### src/core/dbro_pkg.sv
// Purpose: Constants for the DMA channel bus-mode, ring and offset logic
// Assumes: APB byte addresses, 32-bit data
// Notes: Field positions refer to the register words below
package dbro_pkg;
    // Register byte offsets
    localparam logic [7:0] OFS_MODE = 8'h00;
    localparam logic [7:0] OFS_ACTL = 8'h04;
    localparam logic [7:0] OFS_SRC = 8'h08;
    localparam logic [7:0] OFS_DST = 8'h0C;
    localparam logic [7:0] OFS_OFFS = 8'h10;
    localparam logic [7:0] OFS_BSIZE = 8'h14;
    // mode_control_reg fields
    localparam int MB_RUN = 0;
    localparam int MB_BURST = 1;
    localparam int MB_SRC_LO = 2;
    localparam int MB_BLOCK = 4;
    localparam int MB_REPEAT = 5;
    localparam int MB_SIZE_LO = 6;
    localparam int MB_ROVF = 8;
    localparam int MB_ROVF_IE = 9;
    localparam int MB_REND = 10;
    localparam int MB_REND_IE = 11;
    localparam int MB_SERR = 12;
    localparam logic [31:0] MODE_WMASK = 32'h0000_0EFF;
    // address_control_reg fields
    localparam int AB_SSEL_LO = 0;
    localparam int AB_DSEL_LO = 2;
    localparam int AB_SRING_LO = 4;
    localparam int AB_DRING_LO = 9;
    localparam int AB_SRING_IE = 14;
    localparam int AB_DRING_IE = 15;
    localparam int AB_RPT_SRC = 16;
    localparam logic [31:0] ACTL_WMASK = 32'h0001_FFFF;
    localparam logic [31:0] BSIZE_WMASK = 32'h0000_FFFF;
    // Address update selections
    localparam logic [1:0] UPD_FIXED = 2'h0;
    localparam logic [1:0] UPD_OFFSET = 2'h1;
    localparam logic [1:0] UPD_INC = 2'h2;
    localparam logic [1:0] UPD_DEC = 2'h3;
    // Access sizes and steps
    localparam logic [1:0] SZ_BYTE = 2'h0;
    localparam logic [1:0] SZ_WORD = 2'h1;
    localparam logic [1:0] SZ_LONG = 2'h2;
    localparam logic [31:0] STEP_BYTE = 32'h0000_0001;
    localparam logic [31:0] STEP_WORD = 32'h0000_0002;
    localparam logic [31:0] STEP_LONG = 32'h0000_0004;
    // Activation sources
    localparam logic [1:0] ACT_AUTO = 2'h0;
    localparam logic [1:0] ACT_ONCHIP = 2'h1;
    localparam logic [1:0] ACT_EXT = 2'h2;
    // Channel states, one-hot
    typedef enum logic [2:0] {
        ST_IDLE = 3'b001,
        ST_BUS = 3'b010,
        ST_REL = 3'b100
    } dbro_state_t;
endpackage

### src/core/dbro_channel.sv
// Purpose: One DMA channel: bus tenure, ring areas, address update
// Assumes: Bus controller pulses beat_done per access-size transfer
// Notes: APB slave, zero wait states, registered read data
// Contract
// - Cycle stealing releases bus after each unit
// - Other channel request: release, let it run
// - Burst keeps bus until end, no preemption
// - Release bus next cycle; optional handover
// - Block mode is cycle stealing per block
// - Clearing run stops; accepted request still served
// - Size error, repeat end, overflow clear run
// - Independent source/destination ring areas wrap
// - Ring sizes from address control fields
// - Source overflow with enable: flag, halt
// - Flag with enable raises overflow interrupt
// - Same overflow stop for destination ring
// - Setting run again resumes after overflow
// - Block mode defers overflow until block end
// - Step mode moves by 1, 2 or 4
// - Fixed mode leaves address unchanged
// - Offset mode adds offset per transfer
// - Offset only added; negatives by software
// - Repeat end restores source, raises interrupt
// - Restart continues with rewritten source address
// - Only auto request may select burst
// - Update select: fixed, offset, inc, dec
// - Access size byte, word, longword steps
//
// Design decisions made here: register access over APB and the register addresses.
`timescale 1ns/100ps
module dbro_channel
    import dbro_pkg::*;
(
    input wire logic core_clk, // System clock, 40 MHz
    input wire logic nrst, // Async reset, active low
    input wire logic psel, // APB select
    input wire logic penable, // APB enable
    input wire logic pwrite, // APB direction
    input wire logic [7:0] paddr, // APB byte address
    input wire logic [31:0] pwdata, // APB write data
    output logic [31:0] prdata, // APB read data
    output logic pready, // APB ready
    output logic pslverr, // APB error on unmapped
    input wire logic external_request_n, // Request pin, active low
    input wire logic onchip_req, // Peripheral request pulse
    input wire logic other_chan_req, // Another channel wants service
    input wire logic bus_grant, // Bus granted to channel
    input wire logic beat_done, // One access-size transfer done
    input wire logic xfer_last, // Transfer end condition
    input wire logic size_err, // Transfer size error pulse
    input wire logic bus_release_between_channels, // Pass bus between masters
    output logic bus_req, // Channel wants the bus
    output logic bus_hold, // Channel holds the bus
    output logic bus_yield, // Pass bus to another master
    output logic [31:0] src_addr, // Current source address
    output logic [31:0] dst_addr, // Current destination address
    output logic ring_overflow_irq, // Overflow interrupt request
    output logic repeat_end_irq // Repeat end interrupt request
);
    dbro_state_t st_q, st_d;
    logic [31:0] mode_q, mode_d, actl_q, actl_d, src_q, src_d, dst_q, dst_d;
    logic [31:0] offs_q, offs_d, bsize_q, bsize_d, rd_q, rd_d, start_q, start_d;
    logic [15:0] bcnt_q, bcnt_d;
    logic pend_q, pend_d, dfr_q, dfr_d, ext_s1_q, ext_s2_q;
    logic wr, rd, mapped, burst, blk, req_in, unit_end, stop_hw;
    logic s_ovf, d_ovf, blk_end, start_blk;
    logic [31:0] s_nxt, d_nxt, step;

    // Request pin synchroniser
    always_ff @(posedge core_clk or negedge nrst)
    begin
        if (!nrst)
        begin
            ext_s1_q <= 1'b1;
            ext_s2_q <= 1'b1;
        end
        else
        begin
            ext_s1_q <= external_request_n;
            ext_s2_q <= ext_s1_q;
        end
    end

    // Step size per access size
    always_comb
    begin
        unique case (mode_q[MB_SIZE_LO +: 2])
            SZ_WORD: step = STEP_WORD;
            SZ_LONG: step = STEP_LONG;
            default: step = STEP_BYTE;
        endcase
    end

    // Next address with ring wrap; overflow when upper bits would change
    function automatic logic [31:0] upd_addr(input logic [31:0] a, input logic [1:0] sel,
        input logic [31:0] stp, input logic [31:0] ofs, input logic [4:0] ring);
        logic [31:0] raw;
        logic [31:0] msk;
        raw = a;
        msk = (32'h0000_0001 << ring) - 32'h0000_0001;
        unique case (sel)
            UPD_FIXED: raw = a;
            UPD_OFFSET: raw = a + ofs;
            UPD_INC: raw = a + stp;
            UPD_DEC: raw = a - stp;
        endcase
        if (ring != 5'h00)
            upd_addr = (a & ~msk) | (raw & msk);
        else
            upd_addr = raw;
    endfunction

    function automatic logic ring_wrap(input logic [31:0] a, input logic [1:0] sel,
        input logic [31:0] stp, input logic [31:0] ofs, input logic [4:0] ring);
        logic [31:0] raw;
        logic [31:0] msk;
        raw = upd_addr(a, sel, stp, ofs, 5'h00);
        msk = (32'h0000_0001 << ring) - 32'h0000_0001;
        ring_wrap = (ring != 5'h00) && (((raw ^ a) & ~msk) != 32'h0000_0000);
    endfunction

    // Decode, mode and events
    always_comb
    begin
        wr = psel && penable && pwrite;
        rd = psel && !penable && !pwrite;
        mapped = (paddr <= OFS_BSIZE) && (paddr[1:0] == 2'b00);
        blk = mode_q[MB_BLOCK] || mode_q[MB_REPEAT];
        burst = mode_q[MB_BURST] && (mode_q[MB_SRC_LO +: 2] == ACT_AUTO)
            && !mode_q[MB_BLOCK];
        unique case (mode_q[MB_SRC_LO +: 2])
            ACT_AUTO: req_in = 1'b1;
            ACT_ONCHIP: req_in = onchip_req;
            ACT_EXT: req_in = !ext_s2_q;
            default: req_in = 1'b0;
        endcase
        s_nxt = upd_addr(src_q, actl_q[AB_SSEL_LO +: 2], step, offs_q,
            actl_q[AB_SRING_LO +: 5]);
        d_nxt = upd_addr(dst_q, actl_q[AB_DSEL_LO +: 2], step, offs_q,
            actl_q[AB_DRING_LO +: 5]);
        s_ovf = ring_wrap(src_q, actl_q[AB_SSEL_LO +: 2], step, offs_q,
            actl_q[AB_SRING_LO +: 5]) && actl_q[AB_SRING_IE];
        d_ovf = ring_wrap(dst_q, actl_q[AB_DSEL_LO +: 2], step, offs_q,
            actl_q[AB_DRING_LO +: 5]) && actl_q[AB_DRING_IE];
        start_blk = bcnt_q == 16'h0000;
        blk_end = blk && (bcnt_q == bsize_q[15:0] - 16'h0001
            || bsize_q[15:0] <= 16'h0001);
    end

    // Next state of channel, registers and bus read
    always_comb
    begin
        st_d = st_q;
        mode_d = mode_q;
        actl_d = actl_q;
        src_d = src_q;
        dst_d = dst_q;
        offs_d = offs_q;
        bsize_d = bsize_q;
        start_d = start_q;
        bcnt_d = bcnt_q;
        pend_d = pend_q;
        dfr_d = dfr_q;
        rd_d = rd_q;
        stop_hw = 1'b0;
        unit_end = 1'b0;
        // Latch a request only while the channel runs
        if (mode_q[MB_RUN] && req_in)
            pend_d = 1'b1;
        if (st_q == ST_BUS && beat_done)
        begin
            if (start_blk)
                start_d = src_q;
            src_d = s_nxt;
            dst_d = d_nxt;
            bcnt_d = bcnt_q + 16'h0001;
            // Block mode holds a ring overflow back until the block end
            if (mode_q[MB_BLOCK] && (s_ovf || d_ovf) && !blk_end)
                dfr_d = 1'b1;
            if (((s_ovf || d_ovf) && !(mode_q[MB_BLOCK] && !blk_end))
                || (blk_end && dfr_q))
            begin
                mode_d[MB_ROVF] = 1'b1;
                stop_hw = 1'b1;
            end
            if (blk_end)
            begin
                bcnt_d = 16'h0000;
                dfr_d = 1'b0;
                if (actl_q[AB_RPT_SRC])
                    src_d = start_blk ? src_q : start_q;
                if (mode_q[MB_REPEAT])
                begin
                    mode_d[MB_REND] = 1'b1;
                    stop_hw = 1'b1;
                end
            end
            unit_end = burst ? (xfer_last || !mode_q[MB_RUN]) :
                (!mode_q[MB_BLOCK] || blk_end);
            // End condition stops the channel and drops a request latched meanwhile
            if (xfer_last)
            begin
                mode_d[MB_RUN] = 1'b0;
                pend_d = 1'b0;
            end
        end
        if (size_err)
        begin
            mode_d[MB_SERR] = 1'b1;
            stop_hw = 1'b1;
        end
        if (stop_hw)
        begin
            mode_d[MB_RUN] = 1'b0;
            pend_d = 1'b0;
            unit_end = unit_end || st_q == ST_BUS;
        end
        // Bus tenure
        unique case (st_q)
            ST_IDLE:
                if (bus_grant && bus_req)
                begin
                    st_d = ST_BUS;
                    pend_d = 1'b0;
                end
            ST_BUS:
                if (unit_end)
                    st_d = ST_REL;
            ST_REL:
                st_d = ST_IDLE;
        endcase
        // Register writes; software write beats the hardware update except on the flag bits
        if (wr && mapped)
        begin
            unique case (paddr)
                OFS_MODE:
                begin
                    mode_d[MB_RUN] = pwdata[MB_RUN];
                    mode_d[MB_SIZE_LO - 1:MB_BURST] = pwdata[MB_SIZE_LO - 1:MB_BURST];
                    mode_d[MB_SIZE_LO +: 2] = pwdata[MB_SIZE_LO +: 2];
                    mode_d[MB_ROVF_IE] = pwdata[MB_ROVF_IE];
                    mode_d[MB_REND_IE] = pwdata[MB_REND_IE];
                    // Flags clear on 0; a same-cycle hardware set wins
                    if (!pwdata[MB_ROVF] && !(mode_d[MB_ROVF] && !mode_q[MB_ROVF]))
                        mode_d[MB_ROVF] = 1'b0;
                    if (!pwdata[MB_REND] && !(mode_d[MB_REND] && !mode_q[MB_REND]))
                        mode_d[MB_REND] = 1'b0;
                    if (!pwdata[MB_SERR] && !size_err)
                        mode_d[MB_SERR] = 1'b0;
                end
                OFS_ACTL: actl_d = pwdata & ACTL_WMASK;
                OFS_SRC: src_d = pwdata;
                OFS_DST: dst_d = pwdata;
                OFS_OFFS: offs_d = pwdata;
                OFS_BSIZE:
                begin
                    bsize_d = pwdata & BSIZE_WMASK;
                    bcnt_d = 16'h0000;
                end
                default: offs_d = offs_q;
            endcase
        end
        // Read data captured in the setup phase
        rd_d = 32'h0000_0000;
        if (rd)
        begin
            unique case (paddr)
                OFS_MODE: rd_d = mode_q;
                OFS_ACTL: rd_d = actl_q;
                OFS_SRC: rd_d = src_q;
                OFS_DST: rd_d = dst_q;
                OFS_OFFS: rd_d = offs_q;
                OFS_BSIZE: rd_d = bsize_q;
                default: rd_d = 32'h0000_0000;
            endcase
        end
    end

    // State registers
    always_ff @(posedge core_clk or negedge nrst)
    begin
        if (!nrst)
        begin
            st_q <= ST_IDLE;
            mode_q <= 32'h0000_0000;
            actl_q <= 32'h0000_0000;
            src_q <= 32'h0000_0000;
            dst_q <= 32'h0000_0000;
            offs_q <= 32'h0000_0000;
            bsize_q <= 32'h0000_0000;
            start_q <= 32'h0000_0000;
            rd_q <= 32'h0000_0000;
            bcnt_q <= 16'h0000;
            pend_q <= 1'b0;
            dfr_q <= 1'b0;
        end
        else
        begin
            st_q <= st_d;
            mode_q <= mode_d;
            actl_q <= actl_d;
            src_q <= src_d;
            dst_q <= dst_d;
            offs_q <= offs_d;
            bsize_q <= bsize_d;
            start_q <= start_d;
            rd_q <= rd_d;
            bcnt_q <= bcnt_d;
            pend_q <= pend_d;
            dfr_q <= dfr_d;
        end
    end

    // Outputs
    assign prdata = rd_q;
    assign pready = 1'b1;
    assign pslverr = psel && penable && !mapped;
    assign bus_req = st_q == ST_IDLE && (pend_q || (mode_q[MB_RUN] && req_in));
    assign bus_hold = st_q == ST_BUS;
    assign bus_yield = st_q == ST_REL && bus_release_between_channels;
    assign src_addr = src_q;
    assign dst_addr = dst_q;
    assign ring_overflow_irq = mode_q[MB_ROVF] && mode_q[MB_ROVF_IE];
    assign repeat_end_irq = mode_q[MB_REND] && mode_q[MB_REND_IE];
endmodule // dbro_channel

### config.mk
export PLATFORM = sky130hd
export DESIGN_NAME = dbro_channel
export DESIGN_NICKNAME = d
export VERILOG_FILES = /design/src/core/dbro_pkg.sv /design/src/core/dbro_channel.sv
export SDC_FILE = /design/constraint.sdc
export NUM_CORES = 1
export LEC_CHECK = 0
export BUFFER_PORTS_ARGS = -buffer_cell sky130_fd_sc_hd__clkbuf_2
export CAP_MARGIN = 20
export CORE_MARGIN = 10
export CORE_UTILIZATION = 50
export DETAILED_ROUTE_END_ITERATION = 8
export PLACE_DENSITY = 0.68
export REMOVE_ABC_BUFFERS = 1
export SLEW_MARGIN = 20
export SYNTH_ARGS = -nofsm -noshare
export SYNTH_HDL_FRONTEND = slang
export SYNTH_SLANG_ARGS = --single-unit
### constraint.sdc
create_clock -name core_clk -period 6.74 [get_ports core_clk]
set_input_delay 0.337 -clock core_clk [delete_from_list [all_inputs] [get_ports core_clk]]
set_output_delay 0.337 -clock core_clk [all_outputs]
set_load 0.05 [all_outputs]
==> out/qor.csv, run 1 <==
metric,value,unit
outcome,completed,
holdCritStartpoint,pwdata[19],
remaining_routing_drc_violations,0,
drtAntennaViolNets,0,
tritoncts.num_buffers,28,
min-delay-path-class,in -> reg,
pre_cts_ws,0.2213,ns
setup-tns-final,0,ns
share_of_the_synthesized_area_in_compound_gates_ao_oa_aoi_oai,0.2263,
setup_viol,0,
n_fill_cell,3781,
clk_latency,0.59,ns
num_vias,20560,
flow.area_growth_from_synthesis,10.40,%
critPathMaxStageDelay,0.46,ns
fin_worst_hold_slack,0.03715,ns
critical-path-slowest-cell,sky130_fd_sc_hd__or3_1,
asyncSetResetFlopFracSynth,1.000,
global_route.usage.total,0.3223,
vias_in_the_first_global_route,19420,
rows,73,
synth_top_cell_area_share,0.2813,
tritoncts_clock_tree,built,
ir_worst_vdd,289.2,uV
total_number_of_yosys_warnings,0,
critical_path_start,offs_q[2],
avgRoutedWirePerCell,26.01,um
maxSlewHeadroom,0.2280,
grt.met3_usage,0.05476,
number_of_buffers_added_on_ports,153,
avgViaCountPerCell,6.611,
cts_root_cell,sky130_fd_sc_hd__clkbuf_16,
design.die.area,48630,sq um
grt_antenna_before_repair,3,
final_period_minus_worst_setup_slack,6.425,ns
routed_wirelength,80.89,mm
synthTopCellsByArea,"sky130_fd_sc_hd__dfrtp_1 (28%), sky130_fd_sc_hd__a21oi_1 (7.3%), sky130_fd_sc_hd__mux2_2 (5.2%)",
insertedDiodeCount,0,
cp_num_buf_inv,2,
globalRouteMet1Util,0.4538,
drt_first_iter_violations,2534,
design.portCount,156,
grt_busiest_layer,met2,
power.leakage,9.875,nW
maxCapViolations,0,
grt_start_max_net_pins,92,
fmax,155.7,MHz
critical_path.reg2reg.startpoint,offs_q[2],
global_route_wire_length_before_repair,120.8,mm
post_synth_cell_types,97,
synth_mux_area_frac,0.09193,
end_kind,flip-flop,
drive_above_1_share,0.1594,
critical_path_fanouts_max,6,
drt_pass_1_iters,6,
critical_path_required_time,7.23,ns
netlist_area,20100,sq um
dp_hpwl,61.22,mm
power.total,5.333,mW
timing.clock.skew,0.01215,ns
grt_remaining_overflow,0,
slew_violations,0,
grt_use_met2,0.4864,
timing.critical_path.max_delay_family,simple AND/OR/NAND/NOR gates,
post-route-worst-setup-slack,0.3154,ns
floorplan.initialDensity,0.5060,
fin_nets,2691,
synth_top_flop_cell,sky130_fd_sc_hd__dfrtp_1,
postSynthRegisterBits,229,
period_share,0.9532,
worst_setup_path_start_kind,flip-flop,
cellPowerDensity,240.3,nW/um^2
core,39730,sq um
synth-edff-count,0,
post_synthesis_cell_type_with_the_largest_combined_area,sky130_fd_sc_hd__dfrtp_1,
syn_area_per_cell,8.019,sq um
post_synth_xor_area_fraction,0.07992,
htree_levels,1,
arrival,6.91,ns
fin_util,0.5586,
synthCells,2507,
clockBufferDepth,3,
synth_top_family_by_area,compound AO/OA/AOI/OAI gates,
hold_violations_final,0,
synth-seq-area-share,0.2852,
gp_routability_congestion,1.028,
die-width,220.5,um
post_synth_and_or_nand_nor_area_fraction,0.2173,
clock_sinks,229,
yosys.area_share.adder,0.04743,
clk_transition_reported_paths,0.06,ns
die_height,220.5,um
max_slew.worst_pin.slew,1.158,ns
crit_type,reg -> reg,
## flip-flops by register name (all words and copies together), names as in the netlist
signal,count
ext_s1_q,1
actl_q,17
dfr_q,1
st_q,3
dst_addr,32
bcnt_q,16
prdata,32
start_q,32
offs_q,32
mode_q,13
ext_s2_q,1
pend_q,1
bsize_q,16
src_addr,32
## power breakdown
group / switching, mW / internal (mW) / total, mW
Sequential: 0.296 / 1.53 / 1.82
Clock: 0.654 / 0.946 / 1.60
Combinational: 1.21 / 0.703 / 1.91
Total: 2.16 / 3.18 / 5.33
## cell families (layout without fill, tap and decap cells)
logic type | count (synthesis) | count (layout)
adder cells (fa/ha/maj) | 75 | 75
other | 1 | 1
buffers and inverters | 227 | 305
XOR/XNOR | 174 | 174
AO/OA/AOI/OAI | 736 | 736
multiplexers | 173 | 173
AND/OR/NAND/NOR | 892 | 892
flip-flops | 229 | 229
## cells in the final DEF (no fill, tap or decap), drive strengths merged, types with 11 or more instances in the layout
cell type and count:
a211oi 11, a21o 31, a21oi 296, a221oi 20, a22oi 22, a31oi 20
and2 26, and3 32, buf 55, clkbuf 191, dfrtp 226, ha 73
inv 42, mux2 93, mux2i 80, nand2 250, nand2b 16, nand3 68
nand3b 11, nand4 38, nor2 236, nor2b 16, nor3 65, nor3b 14
nor4 42, o211ai 12, o21a 17, o21ai 159, o22ai 30, o31ai 15
or2 15, or3 16, xnor2 98, xor2 70
## cell usage after synthesis (16+ instances only)
master,number
sky130_fd_sc_hd__a31oi_1,20
sky130_fd_sc_hd__a221oi_1,20
sky130_fd_sc_hd__nor3_1,65
sky130_fd_sc_hd__and2_1,23
sky130_fd_sc_hd__nand4_1,37
sky130_fd_sc_hd__and3_1,30
sky130_fd_sc_hd__dfrtp_1,226
sky130_fd_sc_hd__ha_1,73
sky130_fd_sc_hd__clkbuf_1,146
sky130_fd_sc_hd__a21o_1,28
sky130_fd_sc_hd__o21ai_0,157
sky130_fd_sc_hd__xnor2_1,98
sky130_fd_sc_hd__nor4_1,41
sky130_fd_sc_hd__nand3_1,68
sky130_fd_sc_hd__nor2_1,236
sky130_fd_sc_hd__xor2_1,70
sky130_fd_sc_hd__mux2_2,93
sky130_fd_sc_hd__inv_1,41
sky130_fd_sc_hd__nand2b_1,16
sky130_fd_sc_hd__nor2b_1,16
sky130_fd_sc_hd__o21a_1,17
sky130_fd_sc_hd__o22ai_1,30
sky130_fd_sc_hd__a21oi_1,295
sky130_fd_sc_hd__mux2i_1,80
sky130_fd_sc_hd__a22oi_1,22
sky130_fd_sc_hd__or3_1,16
sky130_fd_sc_hd__nand2_1,250
## cell type report
| class | count | area (sq um) | share of cell area |
|---|---|---|---|
| well taps | 525 | 656.9 | 0.02960 |
| multi-input cells | 2051 | 13440 | 0.6054 |
| inverters | 41 | 153.9 | 0.006934 |
| repair buffers | 212 | 1251 | 0.05638 |
| clock buffers | 39 | 803.3 | 0.03619 |
| flip-flops and latches | 229 | 5734 | 0.2584 |
| clock inverters | 13 | 157.7 | 0.007103 |
## metal layers
layer | share of wire | up-vias
li1 | - | 9295
met1 | 0.43 | 10030
met2 | 0.44 | 1064
met3 | 0.095 | 169
met4 | 0.040 | 2
met5 | 0.00016 | -
## metrics by stage
stage / cell area (sq um) / std cells
after floorplan: 19220 / 2321
after global placement: 21080 / 3051
after detailed placement: 21080 / 3051
after CTS: 22090 / 3108
after global routing: 22190 / 3110
final: 22190 / 3110
## what timing repair did
| item | CTS | global route |
|---|---|---|
| hold buffers | 5 | 0 |
| setup buffers | 0 | 1 |
| setup endpoints to repair | 0 | 6 |
| gates resized for setup | 0 | 11 |
| hold endpoints to repair | 93 | 0 |
## path summary, 6_finish.rpt
path / end / depth (start not counted) / slack, ns
worst min register to register: ext_s2_q / 0 / 0.36
min in group asynchronous: dst_addr[16] / 2 / 0.34
worst max-delay path: mode_q[0] / 25 / 0.32
max in group asynchronous: dst_addr[4] / 3 / 4.89
worst max register to register: mode_q[0] / 25 / 0.32
worst min-delay path: src_addr[19] / 3 / 0.04
## worst register-to-register path: stages (launching register included)
cell and delay, ns:
sky130_fd_sc_hd__dfrtp_1 0.45, sky130_fd_sc_hd__nor4_2 0.33, sky130_fd_sc_hd__buf_4 0.18, sky130_fd_sc_hd__nand3_1 0.11, sky130_fd_sc_hd__or2_2 0.33, sky130_fd_sc_hd__or3_1 0.47, sky130_fd_sc_hd__nor2_2 0.18, sky130_fd_sc_hd__nand3b_1 0.20
sky130_fd_sc_hd__nor3_2 0.34, sky130_fd_sc_hd__xnor2_2 0.15, sky130_fd_sc_hd__a21oi_2 0.22, sky130_fd_sc_hd__ha_1 0.33, sky130_fd_sc_hd__nor3_1 0.19, sky130_fd_sc_hd__nor3_1 0.09, sky130_fd_sc_hd__a21o_1 0.20, sky130_fd_sc_hd__nand2_1 0.12
sky130_fd_sc_hd__o211ai_1 0.10, sky130_fd_sc_hd__or4_1 0.42, sky130_fd_sc_hd__nor4_2 0.33, sky130_fd_sc_hd__nand4_1 0.21, sky130_fd_sc_hd__a2111oi_4 0.37, sky130_fd_sc_hd__nand3b_1 0.12, sky130_fd_sc_hd__o31ai_1 0.27, sky130_fd_sc_hd__buf_4 0.24
sky130_fd_sc_hd__a21oi_2 0.11, sky130_fd_sc_hd__o41ai_2 0.26
Power figures use the tool's default switching activity.
==> run 2, diff against run 1 <==
--- a/config.mk
+++ b/config.mk
@@ -5,12 +5,11 @@
 export SDC_FILE = /design/constraint.sdc
 export NUM_CORES = 1
 export LEC_CHECK = 0
-export BUFFER_PORTS_ARGS = -buffer_cell sky130_fd_sc_hd__clkbuf_2
 export CAP_MARGIN = 20
 export CORE_MARGIN = 10
 export CORE_UTILIZATION = 50
 export DETAILED_ROUTE_END_ITERATION = 8
-export PLACE_DENSITY = 0.68
+export DONT_BUFFER_PORTS = 1
 export REMOVE_ABC_BUFFERS = 1
 export SLEW_MARGIN = 20
 export SYNTH_ARGS = -nofsm -noshare
==> run 2 against run 1 <==
Register-to-register slack better by 0.09 ns. Critical path depth rose by 2. Final cell count is 3.2% lower. Core utilization is 0.62 points lower. Clock skew up 0.0084 ns. Total power is 0.38% higher. Wire length grew 3.2%. Sequential power rose by 11%. Via count decreased by 1.8%. Non-clock buffer count shrank 100. Hold slack lost 0.011 ns. Combinational power down 12%. Critical path type unchanged. Largest power group is now sequential cells.
==> out/qor.csv, run 2 (synthesis results as in run 1) <==
metric,value,unit,change
outcome,completed,,
clk_latency,0.59,ns,about the same
end_kind,flip-flop,,
final_period_minus_worst_setup_slack,6.330,ns,-0.09428 ns
insertedDiodeCount,0,,unchanged
max_slew.worst_pin.slew,1.122,ns,-0.03598 ns
power.leakage,9.478,nW,-4.0%
cp_num_buf_inv,4,,+2
timing.clock.skew,0.02052,ns,+0.008374 ns
number_of_buffers_added_on_ports,0,,-100%
cts_root_cell,sky130_fd_sc_hd__clkbuf_16,,
gp_routability_congestion,0.9487,,-7.7%
remaining_routing_drc_violations,0,,unchanged
fin_nets,2591,,-3.7%
floorplan.initialDensity,0.5060,,unchanged
drive_above_1_share,0.1119,,-0.04746
clockBufferDepth,3,,unchanged
fin_worst_hold_slack,0.02654,ns,-0.01061 ns
drtAntennaViolNets,0,,unchanged
cellPowerDensity,243.9,nW/um^2,+1.5%
critical_path_fanouts_max,6,,unchanged
slew_violations,0,,unchanged
tritoncts_clock_tree,built,,
global_route_wire_length_before_repair,123.5,mm,+2.3%
timing.critical_path.max_delay_family,simple AND/OR/NAND/NOR gates,,
critical_path.reg2reg.startpoint,offs_q[3],,
worst-r2r-setup-slack,0.41,ns,+0.09 ns
post-route-worst-setup-slack,0.4096,ns,+0.09428 ns
dp_hpwl,62.65,mm,+2.3%
global_route.usage.total,0.3340,,+0.01162
die-width,220.5,um,unchanged
arrival,6.81,ns,-0.10 ns
design.die.area,48630,sq um,unchanged
mostFrequentLayoutCells,"sky130_fd_sc_hd__a21oi_1 (295), sky130_fd_sc_hd__nand2_1 (248), sky130_fd_sc_hd__nor2_1 (232), sky130_fd_sc_hd__dfrtp_1 (226), sky130_fd_sc_hd__o21ai_0 (157)",,
final_area,21950,sq um,-1.1%
critical-path-slowest-cell,sky130_fd_sc_hd__dfrtp_1,,
dpl_cell_area,20460,sq um,-2.9%
crit_type,reg -> reg,,
critPathMaxStageDelay,0.44,ns,-0.02 ns
grt_antenna_before_repair,1,,-2
drt_first_iter_violations,2389,,-5.7%
critical_path_required_time,7.22,ns,about the same
maxSlewHeadroom,0.2486,,+0.02060
clk_transition_reported_paths,0.06,ns,about the same
timing.critical_path.depth,27,,+8.0%
worstReg2RegEnd,mode_q[0],,
holdCritStartpoint,xfer_last,,
avgRoutedWirePerCell,27.75,um,+6.7%
routed_wirelength,83.51,mm,+3.2%
drt_pass_1_iters,5,,-1
flow.area_growth_from_synthesis,9.174,%,
design.portCount,156,,unchanged
die_height,220.5,um,unchanged
layout.cells.most_common,sky130_fd_sc_hd__a21oi_1,,
min_delay_path_depth,3,,unchanged
period_share,0.9392,,-0.01399
rows,73,,unchanged
avgViaCountPerCell,6.707,,+1.5%
setup_viol,0,,unchanged
critical-path-top-cell-by-count,sky130_fd_sc_hd__buf_4,,
num_vias,20180,,-1.8%
htree_levels,1,,unchanged
worst_setup_path_start_kind,flip-flop,,
min-delay-path-class,in -> reg,,
worstHoldEndpoint,mode_q[0],,
core,39730,sq um,unchanged
clock_sinks,229,,unchanged
grt_remaining_overflow,0,,unchanged
r2r_cells,27,,+8.0%
vias_in_the_first_global_route,19140,,-1.5%
hold_violations_final,0,,unchanged
pre_cts_ws,-0.01260,ns,-0.2339 ns
tritoncts.num_buffers,28,,unchanged
ir_worst_vdd,228.1,uV,-21%
maxCapViolations,0,,unchanged
fmax,158.0,MHz,+1.5%
grt_start_max_net_pins,230,,+150%
==> run 2: through the flow <==
step / cells / utilization / total power [mW] / setup TNS [ns]
6_report: 3009 / 0.5524 / 5.353 / 0
5_1_grt: 3009 / 0.5524 / 5.565 / -0.005533
4_1_cts: 3006 / 0.5502 / 5.309 / 0
3_5_place_dp: 2917 / 0.5151 / 3.583 / -0.01260
3_3_place_gp: 2917 / 0.5149 / 3.547 / 0
2_1_floorplan: 2321 / - / 3.042 / 0
==> run 2: where the power goes <==
group,switching (mW),internal (mW)
Sequential,0.499,1.52
Combinational,0.997,0.685
Clock,0.636,1.01
==> run 2: how the worst max path moves through the flow <==
stage | start | endpoint | slack [ns]
2_1_floorplan | actl_q[1] | mode_q[0] | 1.23
3_3_place_gp | offs_q[3] | mode_q[0] | 0.18
3_5_place_dp | offs_q[6] | mode_q[0] | -0.01
4_1_cts | offs_q[6] | mode_q[0] | 0.11
5_1_grt | offs_q[3] | mode_q[0] | -0.006
6_report | offs_q[3] | mode_q[0] | 0.41
==> run 2: repair_timing <==
| action | CTS | global route |
|---|---|---|
| hold buffers | 38 | 0 |
| resized for setup | 1 | 9 |
| setup buffers | 0 | 2 |
| pin swaps | 0 | 1 |
| setup endpoints to repair | 2 | 6 |
| hold endpoints to repair | 374 | 0 |
==> run 2: final cells by class <==
| class | instances | area [sq um] |
|---|---|---|
| fill | 3790 | 17780 |
| multi-input combinational | 2051 | 13440 |
| sequential | 229 | 5734 |
| timing repair buffer | 112 | 973.4 |
| clock buffer | 45 | 855.8 |
| tap | 525 | 656.9 |
| inverter | 41 | 153.9 |
| clock inverter | 6 | 133.9 |
==> run 2: tightest hold or removal path, cell delays in order <==
cell,delay [ns]
sky130_fd_sc_hd__nand2_1,0.04
sky130_fd_sc_hd__nand2_1,0.12
sky130_fd_sc_hd__o41ai_2,0.07
==> run 2: per-layer routing <==
layer  track usage  wire length (um)  up-vias
met2        0.5098             37190     1024
met4        0.1299              3528        2
met3       0.06077              7779      186
met5             0                14        -
met1        0.4614             35000     9883
li1              -                 -     9086
